### src/design/ddc_link_pkg.sv
// constants, field layouts and state type shared by the ddc and link transmitter
// assumes one frame per core clock and a 32-bit word (four octets) per transmit beat
package ddc_link_pkg;
  localparam int SAMPLE_W    = 15;
  localparam int HALF_W      = 16;
  localparam int FIFO_W      = 32;
  localparam int FIFO_DEPTH  = 8;
  localparam int LANE_IDX_W  = 4;
  localparam int LANE_CNT_W  = 5;
  localparam int MODE_W      = 4;
  localparam int DEC_LSB     = 0;
  localparam int DEC_W       = 3;
  localparam int ENC_BIT     = 3;
  localparam int DEC_CNT_W   = 5;
  localparam int MF_CNT_W    = 8;

  // decimation codes in the mode selection
  localparam logic [DEC_W-1:0] DEC_BYPASS = 3'h0;
  localparam logic [DEC_W-1:0] DEC_BY4    = 3'h1;
  localparam logic [DEC_W-1:0] DEC_BY8    = 3'h2;
  localparam logic [DEC_W-1:0] DEC_BY16   = 3'h3;
  localparam logic [DEC_W-1:0] DEC_BY32   = 3'h4;

  // special characters (8b10b control octets)
  localparam logic [7:0] K28_5 = 8'hbc;
  localparam logic [7:0] K28_0 = 8'h1c;
  localparam logic [7:0] K28_3 = 8'h7c;

  // last counts of the multiframe and extended multiblock in core cycles, and of the ilas in multiframes
  localparam logic [MF_CNT_W-1:0] LMFC_LAST = 8'h1f;
  localparam logic [MF_CNT_W-1:0] LEMC_LAST = 8'h3f;
  localparam logic [2:0]          ILAS_MF_LAST = 3'h3;

  // 64b66b sync headers
  localparam logic [1:0] HDR_DATA = 2'h1;
  localparam logic [1:0] HDR_NONE = 2'h0;

  // reset values
  localparam logic [FIFO_W-1:0]   WORD_RST = 32'h0000_0000;
  localparam logic [3:0]          CTRL_RST = 4'h0;

  typedef enum logic [2:0] {
    ST_CGS,
    ST_ILAS_WAIT,
    ST_ILAS,
    ST_DATA,
    ST_BLOCK_WAIT
  } link_state_t;
endpackage : ddc_link_pkg

### src/design/stream_if.sv
// valid/ready word carrier between the datapath, the fifo and the link layer
// assumes both ends share one clock
`timescale 1ns/1ps
interface stream_if #(parameter int W = 32);
  logic         valid;
  logic         ready;
  logic [W-1:0] data;
  modport src (output valid, output data, input ready);
  modport dst (input valid, input data, output ready);
endinterface : stream_if

### src/design/ddc_link_tx.sv
// decimation select, gain boost, sample packing and the link layer front of the serial transmitter
// assumes filtered i/q samples arrive on the core clock; handshake and sysref are pins
// and are synchronised here; the serializer takes one 32-bit beat per cycle when ready
`timescale 1ns/1ps

module ddc_link_tx
  import ddc_link_pkg::*;
(
  input  wire logic                  i_core_clk,               // sampling/core clock, also serializer clock
  input  wire logic                  i_rstn,                   // async reset, active low
  input  wire logic [MODE_W-1:0]     i_link_mode_select,       // [2:0] decimation, [3] 64b66b
  input  wire logic                  i_gain_boost,             // ddc gain boost enable
  input  wire logic                  i_fec_enable,             // fec request, 64b66b only
  input  wire logic                  i_sync_nco_enable,        // handshake drives mixer sync in 64b66b
  input  wire logic [LANE_CNT_W-1:0] i_lane_count,             // lanes in use, 1..16
  input  wire logic                  i_sync_n,                 // handshake pin, active low
  input  wire logic                  i_sysref,                 // sysref pin
  input  wire logic                  i_sample_valid,           // filtered sample present
  input  wire logic [SAMPLE_W-1:0]   i_sample_i,               // in-phase (real in bypass)
  input  wire logic [SAMPLE_W-1:0]   i_sample_q,               // quadrature
  input  wire logic                  i_overrange_flag_first,   // first threshold flag
  input  wire logic                  i_overrange_flag_second,  // second threshold flag
  input  wire logic                  i_tx_ready,               // serializer takes data beats
  output logic                       o_sample_ready,           // sample accepted this cycle
  output logic                       o_tx_valid,               // beat is live
  output logic [FIFO_W-1:0]          o_tx_data,                // four octets
  output logic [3:0]                 o_tx_ctrl,                // per-octet control flag
  output logic [1:0]                 o_tx_header,              // 64b66b sync header
  output logic [LANE_IDX_W-1:0]      o_lane_index,             // lane carrying this beat
  output logic                       o_fec_active,             // fec applied
  output logic                       o_link_up,                // link in data phase
  output logic                       o_lmfc_edge,              // multiframe/multiblock boundary
  output logic                       o_nco_sync                // mixer sync pulse
);

  // decimation code to last count of the keep-one-in-n counter
  function automatic logic [DEC_CNT_W-1:0] dec_last(input logic [DEC_W-1:0] code);
    case (code)
      DEC_BY4:  dec_last = 5'h03;
      DEC_BY8:  dec_last = 5'h07;
      DEC_BY16: dec_last = 5'h0f;
      DEC_BY32: dec_last = 5'h1f;
      default:  dec_last = 5'h00;
    endcase
  endfunction : dec_last

  function automatic logic is_complex(input logic [DEC_W-1:0] code);
    is_complex = (dec_last(code) != 5'h00);
  endfunction : is_complex

  stream_if #(.W(FIFO_W)) fill ();
  stream_if #(.W(FIFO_W)) drain ();

  stream_fifo #(.W(FIFO_W), .DEPTH(FIFO_DEPTH)) u_fifo (
    .i_core_clk (i_core_clk),
    .i_rstn     (i_rstn),
    .wr         (fill),
    .rd         (drain)
  );

  // pin synchronisers; only the second stage and later are looked at
  logic sync_meta, sync_s, sync_d;
  logic sref_meta, sref_s, sref_d;

  always_ff @(posedge i_core_clk or negedge i_rstn) begin
    if (!i_rstn) begin
      sync_meta <= 1'b1;
      sync_s    <= 1'b1;
      sync_d    <= 1'b1;
      sref_meta <= 1'b0;
      sref_s    <= 1'b0;
      sref_d    <= 1'b0;
    end else begin
      sync_meta <= i_sync_n;
      sync_s    <= sync_meta;
      sync_d    <= sync_s;
      sref_meta <= i_sysref;
      sref_s    <= sref_meta;
      sref_d    <= sref_s;
    end
  end

  logic [DEC_W-1:0] dec_code;
  logic             enc64;
  logic             sysref_rise;
  assign dec_code    = i_link_mode_select[DEC_LSB +: DEC_W];
  assign enc64       = i_link_mode_select[ENC_BIT];
  assign sysref_rise = sref_s && !sref_d;

  // sample path
  logic [SAMPLE_W-1:0]  boost_i, boost_q;
  logic [DEC_CNT_W-1:0] dec_cnt, next_dec_cnt;
  logic                 wr_valid, next_wr_valid;
  logic [FIFO_W-1:0]    wr_data, next_wr_data;
  logic                 next_sample_ready;
  logic                 take;

  gain_boost u_boost_i (
    .i_data  (i_sample_i),
    .i_boost (i_gain_boost),
    .o_data  (boost_i)
  );

  gain_boost u_boost_q (
    .i_data  (i_sample_q),
    .i_boost (i_gain_boost),
    .o_data  (boost_q)
  );

  assign fill.valid = wr_valid;
  assign fill.data  = wr_data;

  always_comb begin
    take              = i_sample_valid && o_sample_ready;
    next_dec_cnt      = dec_cnt;
    next_wr_valid     = wr_valid && !fill.ready;
    next_wr_data      = wr_data;
    if (take) begin
      if (dec_cnt >= dec_last(dec_code)) begin
        next_dec_cnt  = '0;
        next_wr_valid = 1'b1;
        if (is_complex(dec_code)) begin
          next_wr_data = {boost_i, i_overrange_flag_first, boost_q, i_overrange_flag_second};
        end else begin
          // bypass: real word, no filter so no boost
          next_wr_data = {i_sample_i, i_overrange_flag_first, HALF_W'(0)};
        end
      end else begin
        next_dec_cnt = dec_cnt + 1'b1;
      end
    end
    // one word in hand at a time; the fifo's full flag backs up to the source
    next_sample_ready = !next_wr_valid;
  end

  always_ff @(posedge i_core_clk or negedge i_rstn) begin
    if (!i_rstn) begin
      dec_cnt        <= '0;
      wr_valid       <= 1'b0;
      wr_data        <= WORD_RST;
      o_sample_ready <= 1'b0;
    end else begin
      dec_cnt        <= next_dec_cnt;
      wr_valid       <= next_wr_valid;
      wr_data        <= next_wr_data;
      o_sample_ready <= next_sample_ready;
    end
  end

  // multiframe (8b10b) / extended multiblock (64b66b) counter
  logic [MF_CNT_W-1:0] mf_cnt, next_mf_cnt;
  logic                next_lmfc_edge;

  always_comb begin
    if (sysref_rise) begin
      next_mf_cnt = '0;
    end else if (mf_cnt >= (enc64 ? LEMC_LAST : LMFC_LAST)) begin
      next_mf_cnt = '0;
    end else begin
      next_mf_cnt = mf_cnt + 1'b1;
    end
    next_lmfc_edge = (next_mf_cnt == '0);
  end

  always_ff @(posedge i_core_clk or negedge i_rstn) begin
    if (!i_rstn) begin
      mf_cnt      <= '0;
      o_lmfc_edge <= 1'b0;
    end else begin
      mf_cnt      <= next_mf_cnt;
      o_lmfc_edge <= next_lmfc_edge;
    end
  end

  // link state machine
  link_state_t          state, next_state;
  logic                 enc_q;
  logic [2:0]           ilas_mf, next_ilas_mf;
  logic                 next_tx_valid;
  logic [FIFO_W-1:0]    next_tx_data;
  logic [3:0]           next_tx_ctrl;
  logic [1:0]           next_tx_header;
  logic [LANE_IDX_W-1:0] next_lane;
  logic [LANE_IDX_W-1:0] lane_last;
  logic                 next_nco_sync;
  logic                 beat;

  assign lane_last = (i_lane_count == '0 || i_lane_count > LANE_CNT_W'(16)) ?
                     LANE_IDX_W'(15) : LANE_IDX_W'(i_lane_count - 1'b1);

  // fifo drains only in the data phase and only when the serializer takes it
  assign drain.ready = (state == ST_DATA) && i_tx_ready;

  always_comb begin
    next_state     = state;
    next_ilas_mf   = ilas_mf;
    next_tx_valid  = 1'b1;
    next_tx_data   = o_tx_data;
    next_tx_ctrl   = o_tx_ctrl;
    next_tx_header = o_tx_header;
    next_lane      = o_lane_index;
    beat           = 1'b0;
    // handshake only serves mixer sync in 64b66b
    next_nco_sync  = enc64 && i_sync_nco_enable && !sync_s && sync_d;

    case (state)
      ST_CGS: begin
        if (enc64) begin
          next_state = ST_BLOCK_WAIT;
        end else if (sync_s) begin
          next_state = ST_ILAS_WAIT;
        end
      end
      ST_ILAS_WAIT: begin
        if (!sync_s) begin
          next_state = ST_CGS;
        end else if (next_lmfc_edge) begin
          next_state   = ST_ILAS;
          next_ilas_mf = '0;
        end
      end
      ST_ILAS: begin
        if (!sync_s) begin
          next_state = ST_CGS;
        end else if (mf_cnt == LMFC_LAST) begin
          if (ilas_mf == ILAS_MF_LAST) begin
            next_state = ST_DATA;
          end
          next_ilas_mf = ilas_mf + 1'b1;
        end
      end
      ST_DATA: begin
        if (!enc64 && !sync_s) begin
          next_state = ST_CGS;
        end
      end
      ST_BLOCK_WAIT: begin
        // no handshake: start on the next extended multiblock edge
        if (next_lmfc_edge) begin
          next_state = ST_DATA;
        end
      end
      default: begin
        next_state = ST_CGS;
      end
    endcase
    if (enc64 != enc_q) begin
      next_state = enc64 ? ST_BLOCK_WAIT : ST_CGS;
    end

    // beat content for the state being left this cycle
    case (state)
      ST_CGS: begin
        next_tx_data   = {4{K28_5}};
        next_tx_ctrl   = 4'hf;
        next_tx_header = HDR_NONE;
      end
      ST_ILAS: begin
        next_tx_data   = {4{5'h00, ilas_mf}};
        next_tx_ctrl   = 4'h0;
        next_tx_header = HDR_NONE;
        if (mf_cnt == '0) begin
          next_tx_data[7:0] = K28_0;
          next_tx_ctrl[0]   = 1'b1;
        end else if (mf_cnt == LMFC_LAST) begin
          next_tx_data[31:24] = K28_3;
          next_tx_ctrl[3]     = 1'b1;
        end
      end
      ST_DATA: begin
        beat          = drain.valid && i_tx_ready;
        next_tx_valid = beat;
        if (beat) begin
          next_tx_data   = drain.data;
          next_tx_ctrl   = CTRL_RST;
          next_tx_header = enc64 ? HDR_DATA : HDR_NONE;
        end
      end
      default: begin
        // waiting phases: commas keep 8b10b receivers locked
        next_tx_data   = enc64 ? WORD_RST : {4{K28_5}};
        next_tx_ctrl   = enc64 ? CTRL_RST : 4'hf;
        next_tx_header = HDR_NONE;
        next_tx_valid  = !enc64;
      end
    endcase

    // beats rotate over the lanes of this one link
    if (beat) begin
      next_lane = (o_lane_index >= lane_last) ? '0 : o_lane_index + 1'b1;
    end else if (state != ST_DATA) begin
      next_lane = '0;
    end
  end

  always_ff @(posedge i_core_clk or negedge i_rstn) begin
    if (!i_rstn) begin
      state        <= ST_CGS;
      enc_q        <= 1'b0;
      ilas_mf      <= '0;
      o_tx_valid   <= 1'b0;
      o_tx_data    <= WORD_RST;
      o_tx_ctrl    <= CTRL_RST;
      o_tx_header  <= HDR_NONE;
      o_lane_index <= '0;
      o_fec_active <= 1'b0;
      o_link_up    <= 1'b0;
      o_nco_sync   <= 1'b0;
    end else begin
      state        <= next_state;
      enc_q        <= enc64;
      ilas_mf      <= next_ilas_mf;
      o_tx_valid   <= next_tx_valid;
      o_tx_data    <= next_tx_data;
      o_tx_ctrl    <= next_tx_ctrl;
      o_tx_header  <= next_tx_header;
      o_lane_index <= next_lane;
      // no crc3, command channel or 64b80b path exists at all
      o_fec_active <= enc64 && i_fec_enable;
      o_link_up    <= (next_state == ST_DATA);
      o_nco_sync   <= next_nco_sync;
    end
  end

  // every register above runs on i_core_clk, no separate link clock
endmodule : ddc_link_tx

### src/design/gain_boost.sv
// saturating 6.02 dB boost of one 15-bit two's complement filter output
// assumes a combinational slot ahead of a register in the caller
`timescale 1ns/1ps
module gain_boost (
  input  wire logic [14:0] i_data,   // filter output
  input  wire logic        i_boost,  // 1: double the value
  output logic      [14:0] o_data    // boosted value
);
  always_comb begin
    if (!i_boost) begin
      o_data = i_data;
    end else if (i_data[14] != i_data[13]) begin
      // clamp instead of wrapping, a wrapped peak flips sign
      o_data = i_data[14] ? 15'h4000 : 15'h3fff;
    end else begin
      o_data = {i_data[13:0], 1'b0};
    end
  end
endmodule : gain_boost

### src/design/stream_fifo.sv
// flop-based fifo with registered full and empty flags
// assumes writer and reader on the same clock
`timescale 1ns/1ps
module stream_fifo #(
  parameter int W     = 32,
  parameter int DEPTH = 8
) (
  input  wire logic i_core_clk,  // core clock
  input  wire logic i_rstn,      // async reset, active low
  stream_if.dst     wr,          // fill side
  stream_if.src     rd           // drain side
);
  localparam int PW = $clog2(DEPTH);
  localparam int CW = $clog2(DEPTH + 1);

  logic [W-1:0]  mem [DEPTH];
  logic [W-1:0]  next_mem [DEPTH];
  logic [PW-1:0] wptr, next_wptr, rptr, next_rptr;
  logic [CW-1:0] count, next_count;
  logic          full, next_full, empty, next_empty;
  logic          push, pop;

  assign wr.ready = !full;
  assign rd.valid = !empty;
  assign rd.data  = mem[rptr];

  always_comb begin
    push      = wr.valid && !full;
    pop       = rd.ready && !empty;
    next_mem  = mem;
    next_wptr = wptr;
    next_rptr = rptr;
    if (push) begin
      next_mem[wptr] = wr.data;
      next_wptr = (wptr == PW'(DEPTH - 1)) ? '0 : wptr + 1'b1;
    end
    if (pop) begin
      next_rptr = (rptr == PW'(DEPTH - 1)) ? '0 : rptr + 1'b1;
    end
    next_count = count + CW'(push) - CW'(pop);
    next_full  = (next_count == CW'(DEPTH));
    next_empty = (next_count == '0);
  end

  always_ff @(posedge i_core_clk or negedge i_rstn) begin
    if (!i_rstn) begin
      for (int k = 0; k < DEPTH; k++) begin
        mem[k] <= '0;
      end
      wptr  <= '0;
      rptr  <= '0;
      count <= '0;
      full  <= 1'b0;
      empty <= 1'b1;
    end else begin
      mem   <= next_mem;
      wptr  <= next_wptr;
      rptr  <= next_rptr;
      count <= next_count;
      full  <= next_full;
      empty <= next_empty;
    end
  end
endmodule : stream_fifo

### config.mk
export PLATFORM = sky130hd
export DESIGN_NAME = ddc_link_tx
export DESIGN_NICKNAME = d
export VERILOG_FILES = /design/src/design/ddc_link_pkg.sv /design/src/design/stream_if.sv /design/src/design/ddc_link_tx.sv /design/src/design/gain_boost.sv /design/src/design/stream_fifo.sv
export SDC_FILE = /design/constraint.sdc
export NUM_CORES = 1
export LEC_CHECK = 0
export BUFFER_PORTS_ARGS = -buffer_cell sky130_fd_sc_hd__buf_2
export CAP_MARGIN = 30
export CORE_UTILIZATION = 38
export CTS_BUF_LIST = sky130_fd_sc_hd__clkbuf_16
export DETAILED_ROUTE_END_ITERATION = 10
export PLACE_DENSITY = 0.56
export SLEW_MARGIN = 10
export SYNTH_ARGS = -nofsm -noshare
export SYNTH_HDL_FRONTEND = slang
export SYNTH_SLANG_ARGS = --single-unit
### constraint.sdc
create_clock -name i_core_clk -period 3.4 [get_ports i_core_clk]
set_clock_uncertainty 0.05 [all_clocks]
set_input_delay 0.51 -clock i_core_clk [delete_from_list [all_inputs] [get_ports i_core_clk]]
set_output_delay 0.51 -clock i_core_clk [all_outputs]
set_load 0.02 [all_outputs]
==> flow_metrics.tcl, run 1 <==
set metrics [dict create \
    status "finished clean" \
    drt_iter0_markers 523 \
    cts_buffers 42 \
    dpl_cell_area_mm2 0.0186 \
    drtPass1Iterations 4 \
    clk_path_buf_depth 3 \
    postCtsHoldBufs 2 \
    max_stage_delay_ns 0.47 \
    post-cts-setup-buffers 0 \
    nFillCells 4092 \
    yosys_register_bits 373 \
    yosysWarningCount 0 \
    seqCellArea_mm2 0.00935 \
    ys_types 67 \
    avgSynthCellArea_um2 13.4 \
    netlist_area_mm2 0.0173 \
    pin_count 98 \
    port_buffers 96 \
    final_cell_mix "dfrtp_1, mux2_2, buf_2" \
    fp.dieH_um 215 \
    grt_antenna_before_repair 1 \
    initial_core_util 0.388 \
    fin_nets 1471 \
    design_area_mm2 0.0198 \
    layout_commonest_cell "dfrtp_1" \
    hold_path_class "input pin to register" \
    hpwl_mm 26.8 \
    synth_cells 1288 \
    setup_tns_ns 0 \
    die_area_mm2 0.0463 \
    place_congestion 0.826 \
    synthArstFlopShare 1.00 \
    maxSlewViolCount 0 \
    setup.worst_path.class "register to register" \
    diodes 0 \
    drt-vias-per-instance 5.30 \
    synth_edf_count 0 \
    grt_max_degree 73 \
    hold_viol 0 \
    end_kind "register" \
    clkLatencyLatePin_ns 0.56 \
    cp-start-kind "register" \
    critPathBufInv 5 \
    path_clk_slew_ns 0.06 \
    cts_resized 0 \
    ir_drop_v 0.000734 \
    wl_mm 41.6 \
    multi_input_area_mm2 0.00749 \
    drive_gt1_frac 0.330 \
    p_per_area_mw_per_mm2 807 \
    cts_tree "done" \
    wl_per_cell_um 20.7 \
    drcViolationCount 0 \
    num_vias 10668 \
    overflow 0 \
    period_share 0.826 \
    setup_violations 0 \
    fmax_ghz 0.356 \
    crit_family "simple AND/OR/NAND/NOR gates" \
    worstMarginPinSlew_ns 0.987 \
    cp_slowest_cell "fa_1" \
    grt_util_all_layers 0.185 \
    grt_pass1_vias 11245 \
    grt_first_pass_wirelength_mm 66.4 \
    coreArea_mm2 0.0445 \
    syn_to_final_growth_pct 14.9 \
    cp_max_fo 9 \
    root_buffer "clkbuf_16" \
    period_minus_slack_ns 2.81 \
    power.leakage_nw 9.13 \
    cts.sinks 373 \
    crit_arrival_ns 3.22 \
    die_x_um 215 \
    synth-main-ff-cell "dfrtp_1" \
    fp-row-count 77 \
    critical_path.most_common_cell "inv_1" \
    cp_cell_sequence "inv_1, nor2_2, nand3_2, inv_1, ha_1, inv_1, ha_1, inv_1, fa_1, inv_1, or3_1, nor2b_1" \
    yosysSeqAreaShare 0.541 \
    required_ns 3.81 \
    maxCapViolCount 0 \
    rsz0062_at_grt "no" \
    htree_levels 2 \
    ant_nets 0 \
    slew-limit-headroom 0.340 \
]
[cell families after synthesis]
family,Yosys count,synth area share
flops,373,0.541
mux,370,0.281
compound gates,234,0.0786
fa+ha+maj,32,0.0236
xor+xnor,12,0.00609
simple gates,150,0.0420
other cells,1,0.000217
buf+inv,116,0.0281
[sequential cells by signal, indices dropped and copies added, names as in the netlist, 3 cells and up]
signal	cells
fill.data	32
o_tx_data	32
o_tx_ctrl	3
mf_cnt	8
state	3
ilas_mf	3
o_lane_index	4
dec_cnt	5
u_fifo.rptr	3
u_fifo.count	4
u_fifo.wptr	3
u_fifo.mem	256
[cells in the mapped netlist (7+ instances only)]
| cell type | number | area [µm²] |
|---|---|---|
| dfrtp_1 | 369 | 9230 |
| mux2_2 | 190 | 2140 |
| mux2_1 | 82 | 923 |
| a21oi_1 | 76 | 380 |
| mux4_2 | 64 | 1440 |
| nand2_1 | 53 | 199 |
| o21ai_0 | 51 | 255 |
| o21ai_1 | 45 | 225 |
| clkbuf_1 | 41 | 154 |
| mux2i_1 | 34 | 340 |
| nor2_1 | 34 | 128 |
| ha_1 | 31 | 388 |
| inv_1 | 30 | 113 |
| buf_2 | 25 | 125 |
| nand3_1 | 15 | 75.1 |
| buf_1 | 13 | 48.8 |
| a21o_1 | 11 | 82.6 |
| a211oi_1 | 7 | 52.6 |
| nand2b_1 | 7 | 43.8 |
| nor3_1 | 7 | 35.0 |
| xnor2_1 | 7 | 61.3 |
[final timing paths]
check,from,slack (ns),cells after the start,end
worst max-delay path,state[1],0.59,12,u_fifo.full
worst min-delay path,i_sync_n,0.03,1,sync_meta
worst max register to register,state[1],0.59,12,u_fifo.full
worst min register to register,sref_meta,0.31,0,sref_s
max in group asynchronous,i_rstn,1.95,3,o_lane_index[3]
min in group asynchronous,i_rstn,0.48,2,u_fifo.mem[180]
[per-stage QoR]
| stage | hold slack (ns) | power (mW) | worst slack (ns) | cells | utilization |
|---|---|---|---|---|---|
| floorplan | 0.164 | 10.4 | 0.323 | 1289 | - |
| global placement | 0.301 | 11.9 | 0.455 | 1935 | 0.417 |
| detailed placement | 0.303 | 12.1 | 0.411 | 1935 | 0.417 |
| CTS | 0.000968 | 16.2 | 0.576 | 2014 | 0.446 |
| global route | 0.00780 | 17.1 | 0.373 | 2014 | 0.446 |
| finish | 0.0265 | 16.0 | 0.591 | 2014 | 0.446 |
[where the power goes]
part	internal (mW)	switching (mW)
clock	2.30	1.80
combinational	2.53	2.07
sequential	6.03	1.29
[layout make-up]
| cell class | count | share of cell area |
|---|---|---|
| well taps | 592 | 0.0373 |
| multi-input cells | 800 | 0.378 |
| repair buffers | 139 | 0.0450 |
| clock buffers | 43 | 0.0542 |
| clock inverters | 34 | 0.00889 |
| flip-flops and latches | 373 | 0.471 |
| inverters | 33 | 0.00624 |
[layer usage]
layer / part of all wire / vias up / global-route usage
met2: 0.47 / 149 / 0.303
met1: 0.48 / 5545 / 0.261
met5: 0 / - / 0
met4: 0.013 / 0 / 0.0416
li1: - / 4933 / -
met3: 0.030 / 41 / 0.0256
(Power assumes the default switching activity.)
==> run 2, diff against run 1 <==
==> constraint.sdc (replaced) <==
create_clock -name i_core_clk -period 2.61 [get_ports i_core_clk]
set_clock_uncertainty 0.05 [all_clocks]
set_input_delay 0.3915 -clock i_core_clk [delete_from_list [all_inputs] [get_ports i_core_clk]]
set_output_delay 0.3915 -clock i_core_clk [all_outputs]
set_load 0.02 [all_outputs]
==> run 2 against run 1 <==
  * Non-clock buffer count up 29
  * Wire length up 0.37%
  * First-iteration DRC count up 16%
  * Critical endpoint unchanged
  * Power up 31%
==> flow_metrics.tcl, run 2 (synthesized netlist as in run 1, its figures left out) <==
set metrics [dict create \
    final_cell_mix "dfrtp_1, mux2_2, buf_2" \
    cts_tree "done" \
    wl_mm 41.8 \
    critical_path.most_common_cell "inv_1" \
    period_minus_slack_ns 2.37 \
    drive_gt1_frac 0.342 \
    cp-start-kind "register" \
    layout_commonest_cell "dfrtp_1" \
    setup.worst_path.class "register to register" \
    cts_buffers 42 \
    holdPathEnd "fill.data[0]" \
    status "finished clean" \
    end_kind "register" \
    maxCapViolCount 0 \
    maxSlewViolCount 0 \
    required_ns 3.04 \
    grt_util_all_layers 0.187 \
    place_congestion 0.830 \
    instances_no_fill 2032 \
    final_util 0.453 \
    nFillCells 4078 \
    dp_cells 1960 \
    fin_nets 1500 \
    diodes 0 \
    period_share 0.910 \
    design_area_mm2 0.0202 \
    num_vias 10846 \
    drt-vias-per-instance 5.34 \
    overflow 0 \
    slew-limit-headroom 0.472 \
    hold_viol 0 \
    drcViolationCount 0 \
    root_buffer "clkbuf_16" \
    hold_start "i_overrange_flag_second" \
    max_stage_delay_ns 0.52 \
    drt_iter0_markers 608 \
    ir_drop_v 0.000733 \
    drtPass1Iterations 5 \
    initial_core_util 0.388 \
    r2r_cells 11 \
    worstMarginPinSlew_ns 0.790 \
    clk_path_buf_depth 3 \
    pre_cts_ws_ns -0.124 \
    crit_arrival_ns 2.81 \
    grt_pass1_vias 11363 \
    layout_setup_ws_ns 0.235 \
    htree_levels 2 \
    setup_violations 0 \
    path_clk_slew_ns 0.05 \
    hold_path_class "input pin to register" \
    die_area_mm2 0.0463 \
    cp_cell_sequence "nor2b_1, nand3_2, inv_1, ha_1, inv_1, ha_1, inv_1, fa_1, inv_1, or3_1, nor2b_1" \
    grt_max_degree 71 \
    p_per_area_mw_per_mm2 1040 \
    top_register "u_fifo.mem" \
    fmax_ghz 0.421 \
    ant_nets 0 \
    hold_path_depth 3 \
    dpl_cell_area_mm2 0.0189 \
    pin_count 98 \
    syn_to_final_growth_pct 16.7 \
    die_x_um 215 \
    port_buffers 96 \
    fp.dieH_um 215 \
    power.leakage_nw 9.27 \
    rrSetupSlack_ns 0.24 \
    grt_antenna_before_repair 0 \
    grt_first_pass_wirelength_mm 67.3 \
    wl_per_cell_um 20.6 \
    reg2reg_from "u_fifo.empty" \
    cts.sinks 373 \
    clkLatencyLatePin_ns 0.55 \
    fp-row-count 77 \
    largest_reg_flops 256 \
    cp_slowest_cell "dfstp_2" \
    r2r_end "u_fifo.full" \
    rsz0062_at_grt "no" \
    coreArea_mm2 0.0445 \
    cts_resized 0 \
    cp_max_fo 2 \
    hpwl_mm 27.1 \
]
==> run 2: cell count changes in the layout (fill, tap and decap cells not counted), moves of 3 or more <==
| cell | before | now |
|---|---|---|
| clkinv_2 | 6 | 2 |
| buf_4 | 35 | 52 |
| buf_12 | 6 | 14 |
| clkinv_1 | 9 | 6 |
| inv_1 | 44 | 41 |
| dlygate4sd3_1 | 2 | 6 |
==> run 2: how the worst max path moves through the flow <==
stage / from / end / cells after the start
final: u_fifo.empty / u_fifo.full / 11
after CTS: u_fifo.empty / u_fifo.full / 11
after floorplan: i_link_mode_select[1] / fill.data[30] / 12
after detailed placement: i_lane_count[0] / o_lane_index[3] / 13
after global routing: u_fifo.empty / u_fifo.full / 11
after global placement: i_lane_count[0] / o_lane_index[3] / 13
==> run 2: final cells by class <==
type,count,area (µm²),share of cell area
tap,592,741,0.0368
multi-input combinational,800,7520,0.373
sequential,373,9350,0.464
timing repair buffer,168,1220,0.0606
clock inverter,23,128,0.00633
clock buffer,43,1080,0.0534
inverter,33,124,0.00615
==> run 2: critical path: cells and delay by family (launching register included) <==
kind | cells | cell delay (ns)
AND/OR/NAND/NOR | 4 | 0.63
flip-flops | 1 | 0.52
buffers and inverters | 4 | 0.20
adder cells (fa/ha/maj) | 3 | 0.90
==> run 2: per-layer routing <==
| layer | global-route usage | vias to the layer above | part of all wire | wire length (µm) |
|---|---|---|---|---|
| met5 | 0 | - | 0 | 0 |
| met4 | 0.0522 | 0 | 0.018 | 746 |
| met3 | 0.0251 | 48 | 0.032 | 1320 |
| met2 | 0.301 | 179 | 0.47 | 19600 |
| met1 | 0.265 | 5658 | 0.48 | 20100 |
| li1 | - | 4961 | - | - |
==> run 2: power by group <==
part           total, mW  switching [mW]  leakage (nW)  internal (mW)
clock               5.32            2.28         0.625           3.04
combinational       6.18            2.78          3.82           3.40
sequential          9.46            1.61          4.83           7.85
==> run 2: what timing repair did <==
action,in CTS,in global routing
buffers inserted,0,0
hold buffers,6,0
hold endpoints to repair,65,0
==> run 2: stage by stage <==
stage | power (mW) | hold WS, ns | TNS, ns
5_1_grt | 22.3 | 0.0485 | 0
4_1_cts | 21.2 | 0.0251 | 0
3_3_place_gp | 15.6 | 0.286 | -0.0835
6_report | 21.0 | 0.0521 | 0
3_5_place_dp | 15.8 | 0.287 | -0.154
2_1_floorplan | 13.6 | 0.0459 | 0
